File: config.mk
export PLATFORM = sky130hd
export DESIGN_NAME = rsc_report
export DESIGN_NICKNAME = d
export VERILOG_FILES = /design/src/rsc_pkg.sv /design/src/rsc_report.sv /design/src/rsc_sample_judge.sv
export VERILOG_INCLUDE_DIRS = /design/src
export SDC_FILE = /design/constraint.sdc
export NUM_CORES = 1
export LEC_CHECK = 0
export BUFFER_PORTS_ARGS = -buffer_cell sky130_fd_sc_hd__buf_2
export CAP_MARGIN = 20
export CORE_ASPECT_RATIO = 0.6
export CORE_UTILIZATION = 60
export CTS_CLUSTER_SIZE = 12
export DETAILED_ROUTE_END_ITERATION = 8
export PLACE_DENSITY = 0.78
export SYNTH_ARGS = -nofsm -noshare
export SYNTH_HDL_FRONTEND = slang
export SYNTH_SLANG_ARGS = --single-unit
File: constraint.sdc
create_clock -name ref_clk -period 5.55 [get_ports ref_clk]
set_clock_uncertainty 0.15 [all_clocks]
set_input_delay 0.555 -clock ref_clk [delete_from_list [all_inputs] [get_ports ref_clk]]
set_output_delay 0.555 -clock ref_clk [all_outputs]
set_load 0.02 [all_outputs]
File: src/rsc_params.svh
`ifndef RSC_PARAMS_SVH
`define RSC_PARAMS_SVH

// ----------------------------------------
// Search and sampling constants
// ----------------------------------------
`define RSC_TAP_W 9
`define RSC_MIN_WIN 10
`define RSC_BURSTS 64
`define RSC_CLK_NS 50
`define RSC_TMO_NS 10000
`define RSC_TMO_CYC (`RSC_TMO_NS / `RSC_CLK_NS)

// ----------------------------------------
// Failure codes
// ----------------------------------------
`define RSC_ERR_NONE 4'h0
`define RSC_ERR_NOPASS 4'h1
`define RSC_ERR_NOLEFT 4'h2
`define RSC_ERR_TMO 4'hF

// ----------------------------------------
// Register offsets and fields
// ----------------------------------------
`define RSC_OFS_CTRL 8'h00
`define RSC_OFS_STATUS 8'h04
`define RSC_OFS_SEL 8'h08
`define RSC_OFS_LEFT 8'h0C
`define RSC_OFS_RIGHT 8'h10
`define RSC_OFS_CENTER 8'h14
`define RSC_CTRL_START 0
`define RSC_IDX_LO 8
`define RSC_IDX_W 8
`define RSC_NIB_LO 16
`define RSC_FALL_LO 16

`endif

File: src/rsc_pkg.sv
`default_nettype none

package rsc_pkg;

	// ----------------------------------------
	// Carriers
	// ----------------------------------------
	typedef struct packed {
		logic [8:0] rise;
		logic [8:0] fall;
	} rsc_tap_pair_t;

	typedef struct packed {
		rsc_tap_pair_t left;
		rsc_tap_pair_t right;
	} rsc_edges_t;

	typedef struct packed {
		logic [3:0] code;
		logic [7:0] nibble;
		logic [7:0] bit_pos;
	} rsc_err_t;

	// ----------------------------------------
	// Sequencer states
	// ----------------------------------------
	typedef enum logic [2:0] {
		RSC_IDLE = 3'b000,
		RSC_LEFT = 3'b001,
		RSC_RIGHT = 3'b010,
		RSC_DONE = 3'b011,
		RSC_FAIL = 3'b100
	} rsc_state_t;

endpackage : rsc_pkg

`default_nettype wire

File: src/rsc_report.sv
`timescale 1ns/1ns
`default_nettype none
`include "rsc_params.svh"

// Behaviour
// RULE1 - No passing sample for a bit over the range reports code 0x1 with nibble and bit.
// RULE2 - Left edge not found reports code 0x2 with nibble and bit.
// RULE3 - Read data not back within the wait reports code 0xF with nibble and bit; the code always reports bit 0.
// RULE4 - Keep rise and fall left edge taps for each rank and nibble.
// RULE5 - Keep rise and fall right edge taps for each rank and nibble.
// RULE6 - Left edge declared only after 10 consecutive passing taps; else error.
// RULE7 - Each final delay is left plus half of right minus left.
// RULE8 - Each tap is judged over 64 read bursts.
// RULE9 - Recorded failure code and location hold until reset.
module rsc_report #(
	parameter int unsigned NRANK = 2,
	parameter int unsigned NNIB = 4,
	parameter int unsigned NB = 4,
	parameter int unsigned MAX_TAP = 511,
	parameter int unsigned TMO_CYC = `RSC_TMO_CYC
) (
	// Clock and reset
	input wire logic ref_clk,
	input wire logic rst_b,
	// Register port
	input wire logic [7:0] addr,
	input wire logic [31:0] wdata,
	input wire logic wr_stb,
	input wire logic rd_stb,
	output logic [31:0] rdata,
	// Capture delay taps
	output logic [`RSC_TAP_W-1:0] rise_capture_delay,
	output logic [`RSC_TAP_W-1:0] fall_capture_delay,
	// Read burst compare path
	output logic rd_req,
	input wire logic rd_valid,
	input wire logic [NB-1:0] rise_ok,
	input wire logic [NB-1:0] fall_ok
);

	localparam int unsigned NENT = NRANK * NNIB;
	localparam logic [`RSC_TAP_W-1:0] TAP_MAX = `RSC_TAP_W'(MAX_TAP);
	localparam logic [`RSC_TAP_W-1:0] WIN = `RSC_TAP_W'(`RSC_MIN_WIN);
	localparam logic [3:0] RUN_LAST = 4'(`RSC_MIN_WIN - 1);

	rsc_pkg::rsc_state_t state;
	rsc_pkg::rsc_edges_t edges [NENT];
	rsc_pkg::rsc_err_t err;
	logic [`RSC_TAP_W-1:0] tap_r, tap_f, first_r, first_f, left_r, left_f, right_r, right_f;
	logic [3:0] run_r, run_f;
	logic left_found_r, left_found_f, right_found_r, right_found_f;
	logic [NB-1:0] ever_pass;
	logic [7:0] cur_rank, cur_nib, sel;
	logic pending, done_seen;
	logic j_start, j_done, j_tmo;
	logic [NB-1:0] j_rise, j_fall;
	logic rise_pass, fall_pass, lr_hit, lf_hit, both_left, at_max;
	logic rr_stop, rf_stop, both_right;
	logic [NB-1:0] next_ever;
	logic fail_tmo, fail_left, fail_nopass, start_req;
	logic [`RSC_TAP_W-1:0] next_left_r, next_left_f;
	logic [31:0] next_rdata;

	// Flat entry index of a rank and nibble
	function automatic int unsigned idx_of(input logic [7:0] rank, input logic [7:0] nib);
		return 32'(rank) * NNIB + 32'(nib);
	endfunction : idx_of

	// Lowest bit that never passed
	function automatic logic [7:0] first_zero(input logic [NB-1:0] v);
		first_zero = 8'h00;
		for (int i = NB - 1; i >= 0; i--) begin
			if (!v[i]) begin
				first_zero = 8'(i);
			end
		end
	endfunction : first_zero

	function automatic logic [`RSC_TAP_W-1:0] center(input logic [`RSC_TAP_W-1:0] l,
		input logic [`RSC_TAP_W-1:0] r);
		return l + ((r - l) >> 1);
	endfunction : center

	// ----------------------------------------
	// Per-tap sampling
	// ----------------------------------------
	rsc_sample_judge #(
		.NB(NB),
		.BURSTS(`RSC_BURSTS),
		.TMO_CYC(TMO_CYC)
	) u_judge (
		.ref_clk(ref_clk),
		.rst_b(rst_b),
		.start(j_start),
		.done(j_done),
		.timeout(j_tmo),
		.rise_pass(j_rise),
		.fall_pass(j_fall),
		.rd_req(rd_req),
		.rd_valid(rd_valid),
		.rise_ok(rise_ok),
		.fall_ok(fall_ok)
	);

	assign j_start = ((state == rsc_pkg::RSC_LEFT) || (state == rsc_pkg::RSC_RIGHT)) && !pending;
	assign rise_capture_delay = tap_r;
	assign fall_capture_delay = tap_f;

	// ----------------------------------------
	// Step decisions
	// ----------------------------------------
	always_comb begin
		rise_pass = &j_rise;
		fall_pass = &j_fall;
		lr_hit = !left_found_r && rise_pass && (run_r == RUN_LAST);
		lf_hit = !left_found_f && fall_pass && (run_f == RUN_LAST);
		both_left = (left_found_r || lr_hit) && (left_found_f || lf_hit);
		next_left_r = left_found_r ? left_r : ((run_r == 4'h0) ? tap_r : first_r);
		next_left_f = left_found_f ? left_f : ((run_f == 4'h0) ? tap_f : first_f);
		at_max = (tap_r == TAP_MAX) || (tap_f == TAP_MAX);
		rr_stop = !right_found_r && (!rise_pass || tap_r == TAP_MAX);
		rf_stop = !right_found_f && (!fall_pass || tap_f == TAP_MAX);
		both_right = (right_found_r || rr_stop) && (right_found_f || rf_stop);
		next_ever = ever_pass | j_rise | j_fall;
		fail_tmo = pending && j_done && j_tmo;
		fail_left = (state == rsc_pkg::RSC_LEFT) && j_done && !j_tmo && !both_left && at_max;
		fail_nopass = fail_left && (next_ever != {NB{1'b1}});
		start_req = wr_stb && (addr == `RSC_OFS_CTRL) && wdata[`RSC_CTRL_START]
			&& (wdata[`RSC_IDX_LO +: `RSC_IDX_W] < 8'(NRANK))
			&& (wdata[`RSC_NIB_LO +: `RSC_IDX_W] < 8'(NNIB));
	end

	// ----------------------------------------
	// Sequencer
	// ----------------------------------------
	always_ff @(posedge ref_clk or negedge rst_b) begin
		if (!rst_b) begin
			state <= rsc_pkg::RSC_IDLE;
			pending <= 1'b0;
			done_seen <= 1'b0;
			cur_rank <= 8'h00;
			cur_nib <= 8'h00;
		end else begin
			if (j_start) begin
				pending <= 1'b1;
			end else if (j_done) begin
				pending <= 1'b0;
			end
			case (state)
				rsc_pkg::RSC_IDLE: begin
					if (start_req) begin
						cur_rank <= wdata[`RSC_IDX_LO +: `RSC_IDX_W];
						cur_nib <= wdata[`RSC_NIB_LO +: `RSC_IDX_W];
						done_seen <= 1'b0;
						state <= rsc_pkg::RSC_LEFT;
					end
				end
				rsc_pkg::RSC_LEFT: begin
					if (fail_tmo || fail_left) begin
						state <= rsc_pkg::RSC_FAIL;
					end else if (j_done && both_left) begin
						state <= rsc_pkg::RSC_RIGHT;
					end
				end
				rsc_pkg::RSC_RIGHT: begin
					if (fail_tmo) begin
						state <= rsc_pkg::RSC_FAIL;
					end else if (j_done && both_right) begin
						state <= rsc_pkg::RSC_DONE;
					end
				end
				rsc_pkg::RSC_DONE: begin
					done_seen <= 1'b1;
					state <= rsc_pkg::RSC_IDLE;
				end
				rsc_pkg::RSC_FAIL: begin
					state <= rsc_pkg::RSC_FAIL; // RULE9
				end
				default: begin
					state <= rsc_pkg::RSC_IDLE;
				end
			endcase
		end
	end

	// ----------------------------------------
	// Tap search
	// ----------------------------------------
	always_ff @(posedge ref_clk or negedge rst_b) begin
		if (!rst_b) begin
			tap_r <= '0;
			tap_f <= '0;
			first_r <= '0;
			first_f <= '0;
			left_r <= '0;
			left_f <= '0;
			right_r <= '0;
			right_f <= '0;
			run_r <= 4'h0;
			run_f <= 4'h0;
			left_found_r <= 1'b0;
			left_found_f <= 1'b0;
			right_found_r <= 1'b0;
			right_found_f <= 1'b0;
			ever_pass <= '0;
		end else if (state == rsc_pkg::RSC_IDLE && start_req) begin
			tap_r <= '0;
			tap_f <= '0;
			run_r <= 4'h0;
			run_f <= 4'h0;
			left_found_r <= 1'b0;
			left_found_f <= 1'b0;
			right_found_r <= 1'b0;
			right_found_f <= 1'b0;
			ever_pass <= '0;
		end else if (state == rsc_pkg::RSC_LEFT && j_done && !j_tmo) begin
			ever_pass <= next_ever;
			if (!left_found_r) begin
				run_r <= rise_pass ? run_r + 4'h1 : 4'h0; // RULE6
				first_r <= next_left_r;
				left_found_r <= lr_hit;
				left_r <= next_left_r;
			end
			if (!left_found_f) begin
				run_f <= fall_pass ? run_f + 4'h1 : 4'h0; // RULE6
				first_f <= next_left_f;
				left_found_f <= lf_hit;
				left_f <= next_left_f;
			end
			if (both_left) begin
				tap_r <= next_left_r + WIN;
				tap_f <= next_left_f + WIN;
				right_r <= next_left_r + WIN - 1'b1;
				right_f <= next_left_f + WIN - 1'b1;
			end else if (!at_max) begin
				tap_r <= tap_r + 1'b1;
				tap_f <= tap_f + 1'b1;
			end
		end else if (state == rsc_pkg::RSC_RIGHT && j_done && !j_tmo) begin
			if (!right_found_r) begin
				right_found_r <= rr_stop;
				right_r <= rise_pass ? tap_r : right_r;
				tap_r <= rr_stop ? tap_r : tap_r + 1'b1;
			end
			if (!right_found_f) begin
				right_found_f <= rf_stop;
				right_f <= fall_pass ? tap_f : right_f;
				tap_f <= rf_stop ? tap_f : tap_f + 1'b1;
			end
		end else if (state == rsc_pkg::RSC_DONE) begin
			tap_r <= center(left_r, right_r); // RULE7
			tap_f <= center(left_f, right_f); // RULE7
		end
	end

	// ----------------------------------------
	// Edge store
	// ----------------------------------------
	always_ff @(posedge ref_clk or negedge rst_b) begin
		if (!rst_b) begin
			for (int i = 0; i < NENT; i++) begin
				edges[i] <= '0;
			end
		end else if (state == rsc_pkg::RSC_LEFT && j_done && !j_tmo && both_left) begin
			edges[idx_of(cur_rank, cur_nib)].left <= {next_left_r, next_left_f}; // RULE4
		end else if (state == rsc_pkg::RSC_DONE) begin
			edges[idx_of(cur_rank, cur_nib)].right <= {right_r, right_f}; // RULE5
		end
	end

	// ----------------------------------------
	// Failure record
	// ----------------------------------------
	always_ff @(posedge ref_clk or negedge rst_b) begin
		if (!rst_b) begin
			err <= '0;
		end else if (err.code == `RSC_ERR_NONE) begin // RULE9
			if (fail_tmo) begin
				err <= '{`RSC_ERR_TMO, cur_nib, 8'h00}; // RULE3
			end else if (fail_nopass) begin
				err <= '{`RSC_ERR_NOPASS, cur_nib, first_zero(next_ever)}; // RULE1
			end else if (fail_left) begin
				err <= '{`RSC_ERR_NOLEFT, cur_nib, first_zero(j_rise & j_fall)}; // RULE2
			end
		end
	end

	// ----------------------------------------
	// Register port
	// ----------------------------------------
	always_ff @(posedge ref_clk or negedge rst_b) begin
		if (!rst_b) begin
			sel <= 8'h00;
		end else if (wr_stb && addr == `RSC_OFS_SEL) begin
			sel <= wdata[7:0];
		end
	end

	always_comb begin
		rsc_pkg::rsc_edges_t e;
		e = (sel < 8'(NENT)) ? edges[32'(sel)] : '0;
		next_rdata = 32'h00000000;
		case (addr)
			`RSC_OFS_CTRL: next_rdata = {8'h00, cur_nib, cur_rank, 8'h00};
			`RSC_OFS_STATUS: next_rdata = {8'h00, err.bit_pos, err.nibble, err.code,
				1'b0, state == rsc_pkg::RSC_FAIL, done_seen, pending};
			`RSC_OFS_SEL: next_rdata = {24'h000000, sel};
			`RSC_OFS_LEFT: next_rdata = {7'h00, e.left.fall, 7'h00, e.left.rise};
			`RSC_OFS_RIGHT: next_rdata = {7'h00, e.right.fall, 7'h00, e.right.rise};
			`RSC_OFS_CENTER: next_rdata = {7'h00, center(e.left.fall, e.right.fall),
				7'h00, center(e.left.rise, e.right.rise)};
			default: next_rdata = 32'h00000000;
		endcase
	end

	always_ff @(posedge ref_clk or negedge rst_b) begin
		if (!rst_b) begin
			rdata <= 32'h00000000;
		end else begin
			rdata <= rd_stb ? next_rdata : 32'h00000000;
		end
	end

	// ----------------------------------------
	// Checks
	// ----------------------------------------
	nopass_code_a: assert property (@(posedge ref_clk) disable iff (!rst_b) // RULE1
		(fail_nopass && !fail_tmo && err.code == `RSC_ERR_NONE)
		|=> err.code == `RSC_ERR_NOPASS && err.nibble == $past(cur_nib))
		else $error("missing no-pass failure code");

	noleft_code_a: assert property (@(posedge ref_clk) disable iff (!rst_b) // RULE2
		(fail_left && !fail_nopass && err.code == `RSC_ERR_NONE)
		|=> err.code == `RSC_ERR_NOLEFT ##1 state == rsc_pkg::RSC_FAIL)
		else $error("missing left edge failure code");

	tmo_code_a: assert property (@(posedge ref_clk) disable iff (!rst_b) // RULE3
		(j_tmo && err.code == `RSC_ERR_NONE) |=> err.code == `RSC_ERR_TMO)
		else $error("missing timeout failure code");

	left_store_a: assert property (@(posedge ref_clk) disable iff (!rst_b) // RULE4
		$rose(state == rsc_pkg::RSC_RIGHT)
		|-> edges[idx_of(cur_rank, cur_nib)].left == {left_r, left_f})
		else $error("left edge taps not stored");

	right_store_a: assert property (@(posedge ref_clk) disable iff (!rst_b) // RULE5
		state == rsc_pkg::RSC_DONE
		|=> edges[idx_of(cur_rank, cur_nib)].right == {$past(right_r), $past(right_f)})
		else $error("right edge taps not stored");

	left_run_a: assert property (@(posedge ref_clk) disable iff (!rst_b) // RULE6
		$rose(left_found_r) |-> $past(run_r) == RUN_LAST && $past(rise_pass) && $past(j_done))
		else $error("left edge declared without full passing run");

	center_set_a: assert property (@(posedge ref_clk) disable iff (!rst_b) // RULE7
		state == rsc_pkg::RSC_DONE ##1 state == rsc_pkg::RSC_IDLE
		|-> 10'(rise_capture_delay) * 2 <= 10'($past(left_r)) + 10'($past(right_r))
		&& 10'(rise_capture_delay) * 2 + 1 >= 10'($past(left_r)) + 10'($past(right_r)))
		else $error("final delay is not the window center");

	err_hold_a: assert property (@(posedge ref_clk) disable iff (!rst_b) // RULE9
		err.code != `RSC_ERR_NONE |=> $stable(err) && state == rsc_pkg::RSC_FAIL)
		else $error("failure record changed before reset");

endmodule : rsc_report
`default_nettype wire

File: src/rsc_sample_judge.sv
`timescale 1ns/1ns
`default_nettype none
`include "rsc_params.svh"

module rsc_sample_judge #(
	parameter int unsigned NB = 4,
	parameter int unsigned BURSTS = `RSC_BURSTS,
	parameter int unsigned TMO_CYC = `RSC_TMO_CYC
) (
	// Clock and reset
	input wire logic ref_clk,
	input wire logic rst_b,
	// Control
	input wire logic start,
	output logic done,
	output logic timeout,
	output logic [NB-1:0] rise_pass,
	output logic [NB-1:0] fall_pass,
	// Read path
	output logic rd_req,
	input wire logic rd_valid,
	input wire logic [NB-1:0] rise_ok,
	input wire logic [NB-1:0] fall_ok
);

	logic active;
	logic [7:0] cnt;
	logic [15:0] wait_cnt;
	logic [NB-1:0] acc_r;
	logic [NB-1:0] acc_f;
	logic last;
	logic tmo_now;

	assign last = (cnt == 8'(BURSTS - 1));
	assign tmo_now = active && !rd_valid && (wait_cnt == 16'(TMO_CYC));

	// ----------------------------------------
	// Burst counting and pass accumulation
	// ----------------------------------------
	always_ff @(posedge ref_clk or negedge rst_b) begin
		if (!rst_b) begin
			active <= 1'b0;
			cnt <= 8'h00;
			wait_cnt <= 16'h0000;
			acc_r <= '0;
			acc_f <= '0;
			rd_req <= 1'b0;
			done <= 1'b0;
			timeout <= 1'b0;
			rise_pass <= '0;
			fall_pass <= '0;
		end else begin
			rd_req <= 1'b0;
			done <= 1'b0;
			timeout <= 1'b0;
			if (start && !active) begin
				active <= 1'b1;
				cnt <= 8'h00;
				wait_cnt <= 16'h0000;
				acc_r <= '1;
				acc_f <= '1;
				rd_req <= 1'b1;
			end else if (active && rd_valid) begin
				wait_cnt <= 16'h0000;
				cnt <= cnt + 8'h01; // RULE8
				if (last) begin
					active <= 1'b0;
					done <= 1'b1;
					rise_pass <= acc_r & rise_ok;
					fall_pass <= acc_f & fall_ok;
				end else begin
					acc_r <= acc_r & rise_ok;
					acc_f <= acc_f & fall_ok;
					rd_req <= 1'b1;
				end
			end else if (tmo_now) begin
				active <= 1'b0;
				done <= 1'b1;
				timeout <= 1'b1; // RULE3
				rise_pass <= '0;
				fall_pass <= '0;
			end else if (active) begin
				wait_cnt <= wait_cnt + 16'h0001;
			end
		end
	end

	// ----------------------------------------
	// Checks
	// ----------------------------------------
	burst_count_a: assert property (@(posedge ref_clk) disable iff (!rst_b) // RULE8
		(done && !timeout) |-> $past(cnt) == 8'(BURSTS - 1) && $past(rd_valid))
		else $error("judge finished without the full burst count");

	tmo_wait_a: assert property (@(posedge ref_clk) disable iff (!rst_b) // RULE3
		timeout |-> done && $past(wait_cnt) == 16'(TMO_CYC) && !$past(rd_valid))
		else $error("timeout raised before the allotted wait");

endmodule : rsc_sample_judge
`default_nettype wire

[After elaboration in Yosys (flattened, before gate mapping)]
Cells that the tools add are included.
Cells by class
  add/subtract/negate cells: 19
  $lt $le $gt $ge: 6
  equality and inequality tests: 34
  muxes and demuxes: 119
  bitwise operators: 11
  reduce and logical (&&, ||, !) cells: 90
Operators with widths (count)
  $bwmux 288: 2
  $mux 288: 2
  $mux 9: 30
  $demux 36 s3: 2
  $pmux 25 s6: 1
  $mux 36: 4
  $bmux 36 s3: 1
  $mux 4: 21
  $ge 33x4->1 const B: 2
  $mux 16: 4
  $mux 8: 8
  $mux 20: 3
  $add 9x8->9: 4
  $sub 9x9->9: 4
  $lt 33x1->1 const B: 1
  $not 11->33: 1
  $not 8->33: 1
  $logic_and 1x1->1: 32
  $mux 1: 30
  $mux 25: 1
  $reduce_bool 2->1: 10
  $add 9x1->9 const B: 2
  $add 9x4->9 const B: 2
  $eq 9x9->1 const B: 2
  other kinds (42): 109
Storage, ports and cells
  register bits: 476
  input bits: 53
  output and inout bits: 51

[Logic depth before layout (Yosys ltp)]
  word-level depth: 11
  mapped depth: 21
  mapped depth without buffers: 18

[By module]
A second synthesis with hierarchy kept.
Unflattened totals
  cell total of the unflattened synthesis: 2379
  area total of the unflattened synthesis: 25194.2 sq um
By module, submodules not included
  rsc_report: instances 1, cells each 2168, area each 23068.4 sq um, seq. area each 10635.2 sq um
  rsc_sample_judge: instances 1, cells each 211, area each 2125.8 sq um, seq. area each 1101.1 sq um

[Least setup slack after synthesis]
No wires, ideal clock.
  path type: register -> register
  start: register sel[0]
  end: register rdata[24]
  library setup time: 129 ps
  arrival time: 4428 ps
  path slack: 843 ps
  cell stages (with the launch flop): 21
  path buffers: 3
  clock period less this slack: 4707 ps
  cells stage by stage: dfrtp_1 > buf_2 > buf_2 > buf_2 > mux4_2 > mux2i_1 > nor2_1 > inv_1 > ha_1 > or3_1 > o21ai_0 > a31oi_1 > xor2_1 > ha_1 > nor2b_1 > o21ai_0 > a21boi_0 > o21a_1 > o41ai_1 > mux2i_1 > a21oi_1
Between the ends
  cells in the longest elaborated chain, start to end: 9
  elaborated cells between the ends (all ways): 10
RTL lines
  start: declaration: line rsc_report.sv:53  | logic [7:0] cur_rank, cur_nib, sel;
  start signal: assignment: line rsc_report.sv:295  | sel <= wdata[7:0];
  $not 8->33 (not written as such): line rsc_report.sv:301  | e = (sel < 8'(NENT)) ? edges[32'(sel)] : '0;
  $bmux 36 s3: line rsc_report.sv:301
  $mux 36 (not written as such) (2 in a row): line rsc_report.sv:301
  $mux 36 *: line rsc_report.sv:301
  $sub 9x9->9: line rsc_report.sv:81  | return l + ((r - l) >> 1);
  $add 9x8->9: line rsc_report.sv:81
  $pmux 25 s6 *: line rsc_report.sv:303  | case (addr)
  $mux 25 *: line rsc_report.sv:320  | rdata <= rd_stb ? next_rdata : 32'h00000000;
  end signal: assignment: line rsc_report.sv:320
  end: declaration: line rsc_report.sv:30  | output logic [31:0] rdata,
Every way passes the cells marked *; elsewhere a longest branch is shown, timed or not. The select of a mux whose other input is x is not followed.
A chain may end at the register's enable or synchronous reset.

[Worst setup path in the final report]
  start: register sel[1]
  end: register rdata[8]
Same word-level chain as after synthesis.

==> impl_metrics.tcl <==
set metrics [dict create \
    ctsResizeCount 0 \
    worst-setup-path-type "flop to flop" \
    cts_tree "done" \
    startpoint_type "flop" \
    dr.pass1.iters 7 \
    port_buffers 88 \
    p_int_uw 5170 \
    row_count 57 \
    place_congestion 0.963 \
    clkSinkCount 469 \
    fin_area_um2 27500 \
    initial_core_util_pct 61.5 \
    yosysSeqAreaShare_pct 46.7 \
    path_clk_slew_ps 70 \
    peakVddDrop_uv 255 \
    period_needed_ps 5190 \
    crit_fanout 24 \
    ant_nets 0 \
    switching_power_uw 1650 \
    final_layout_size_suffix_gt1_share_pct 19.1 \
    synth-main-ff-cell "dfrtp_1" \
    fin_hold_ws_ps -52.0 \
    routedWlPerCell_um 22.5 \
    diodes 0 \
    synth-edff-count 0 \
    max_slew_margin_pct 18.3 \
    h-tree-depth 2 \
    fillCellCount 3032 \
    drc 0 \
    seqPwrFrac_pct 51.7 \
    ys_types 88 \
    max_stage_delay_ps 830 \
    cp_slowest_cell "dfrtp_2" \
    cap_viol_max_count 0 \
    clock.fmax_mhz 193 \
    crit_chain "buf_4 -> mux4_2 -> mux2i_1 -> nor2_1 -> ha_1 -> or3_1 -> o21ai_0 -> a21o_1 -> xnor2_1 -> ha_1 -> nor2b_1 -> o21ai_0 -> a21oi_1 -> o21a_1 -> nor4_1 -> o211ai_1 -> a31oi_1" \
    area_growth_syn_to_layout_pct 9.29 \
    grt_use_total_pct 32.1 \
    period_share_pct 93.5 \
    p_per_area_nw_per_um2 248 \
    p_sw_share_pct 24.2 \
    synth_most_common_cell "dfrtp_1" \
    grt_pass1_wl_um 106000 \
    syn_area_per_cell_um2 10.6 \
    p_leak_uw 0.0127 \
    synth-seq-cells 469 \
    die_w_um 266 \
    cts_hold_buf 0 \
    hold_path_class "primary input to asynchronous set/reset pin" \
    grt_antenna_before_repair 0 \
    grt_max_degree 149 \
    violations "negative hold slack" \
    hpwl_um 46800 \
    power_frac_clock_pct 42.8 \
    die_area_um2 42800 \
    synth_area_um2 25100 \
    multi_input_area_um2 12500 \
    status "finished, violations left" \
    synth_top_area_share_pct 46.7 \
    grt_overflow 0 \
    synthTopCellsByCount "dfrtp_1 (469), nand2_1 (279), o21ai_0 (235)" \
    root_buffer "clkbuf_16" \
    seqCellArea_um2 11700 \
    synthArstFlopShare_pct 100 \
    ys_top_cells_by_area "dfrtp_1 (47%), mux2_2 (7.4%), mux4_2 (6.4%)" \
    fin_nets 2574 \
    setup_viol 0 \
    required_ps 5880 \
    worstSkewPairLatency_ps 590 \
    cts_buffer_depth 3 \
    die_h_um 161 \
    finalSetupTns_ps 0 \
    crit_family "compound AO/OA/AOI/OAI gates" \
    ios 104 \
    core_area_um2 40900 \
    p_comb_share_pct 5.6 \
    crit_arrival_ps 5520 \
    vias 19135 \
    yosys_warnings 0 \
    critPathCaptureType "flop" \
    cts_made_buffers 46 \
    yosys.area.top_type "dfrtp_1" \
    routed_via_density 6.37 \
    place_area_um2 26100 \
    worst_slew_pin_slew_ps 1210 \
    grt_setup_unrepaired "no" \
    hold_viol 39 \
    cts_setup_buffers 0 \
    drtIter0Drc 2177 \
    maxSlewViolCount 0 \
    grt_pass1_vias 18864 \
    synthCells 2372 \
    path_buf_inv 1 \
    drt_wl_total_um 67500 \
]
worst paths after layout:
kind,from,end,slack (ps),cells past startpoint
setup reg to reg,sel[1],rdata[8],360,17
min in group ref_clk,wdata[1],sel[1],50,2
hold / removal,rst_b,rdata[20],-50,1
hold reg to reg,edges[166],edges[166],330,2
max in group asynchronous,rst_b,edges[179],3810,2
setup / recovery,sel[1],rdata[8],360,17
flip-flops by register name, indices dropped and copies added, names as in the netlist, 8 cells and up:
| register | cells |
|---|---|
| u_judge.wait_cnt | 16 |
| rdata | 25 |
| edges | 288 |
| rise_capture_delay | 9 |
| u_judge.cnt | 8 |
| err | 13 |
| cur_nib | 8 |
| fall_capture_delay | 9 |
| cur_rank | 8 |
| left_f | 9 |
| right_f | 9 |
| sel | 8 |
| right_r | 9 |
| left_r | 9 |
metal layers:
layer / GRT usage, % / part of all wire (%) / wire length, um / vias up
met5: 0 / 0 / 0 / -
met4: 7.73 / 2.3 / 1520 / 0
met3: 8.88 / 10 / 7050 / 125
met2: 47.1 / 44 / 29600 / 896
met1: 47.6 / 43 / 29300 / 9580
li1: - / - / - / 8534
metrics by stage:
stage	power (uW)	setup WS [ps]	instances	hold WS (ps)	utilization (%)
after floorplan	3780	843	2378	109	-
after global placement	3940	573	2936	307	63.9
after detailed placement	3960	507	2936	319	63.9
after CTS	6850	475	2999	3.93	67.1
after global routing	7030	135	3002	38.9	67.2
final	6820	360	3002	-52.0	67.2
worst register-to-register path: cells and delay by family (launching register included):
family / cells / cell delay (ps)
AO/OA/AOI/OAI: 7 / 1300
XOR/XNOR: 1 / 130
adder cells (fa/ha/maj): 2 / 600
buffers and inverters: 1 / 400
flip-flops: 1 / 830
multiplexers: 2 / 830
AND/OR/NAND/NOR: 4 / 860
layout make-up:
cell class	count	share of cell area, %
timing repair buffer	142	3.26
multi-input combinational	1686	45.5
sequential	469	42.7
clock buffer	57	4.45
tap	560	2.55
clock inverter	6	0.373
inverter	82	1.12
cells by family (layout without fill, tap and decap cells):
family	Yosys count	after routing	synth area share [%]
AOI/OAI and AO/OA	496	496	11.9
xor gates and xnor gates	90	90	3.20
adders and majority gates	94	94	4.95
buffers and inverters	223	287	3.75
DFF	469	469	46.7
muxes	309	309	16.7
other	1	7	0.0149
and+or+nand+nor	690	690	12.7
layout by cell type (no fill, tap or decap), drive strengths merged, types with 7 or more instances in the layout:
cell type	instances
a221oi	7
o211ai	12
a31oi	8
xnor2	56
buf	142
and3	20
xor2	34
dfrtp	469
a21o	18
mux4	71
nor2b	15
conb	7
a22oi	16
o31ai	12
a32o	9
o21ai	242
o221ai	8
mux2	170
nand2	281
nor2	177
nor3	36
or3	17
inv	82
o22ai	8
clkbuf	57
a21oi	98
nor3b	7
ha	85
o21bai	8
a211oi	7
nor4	9
nand3	51
nand2b	14
mux2i	68
nand4	16
and2	20
fa	9
power by group through the flow:
stage	registers, uW	clock network, uW	logic (uW)
4_1_cts	3520	2950	380
3_3_place_gp	3580	0	356
6_report	3530	2920	381
2_1_floorplan	3560	0	221
5_1_grt	3530	3070	424
3_5_place_dp	3590	0	372
(Power assumes the default switching activity.)
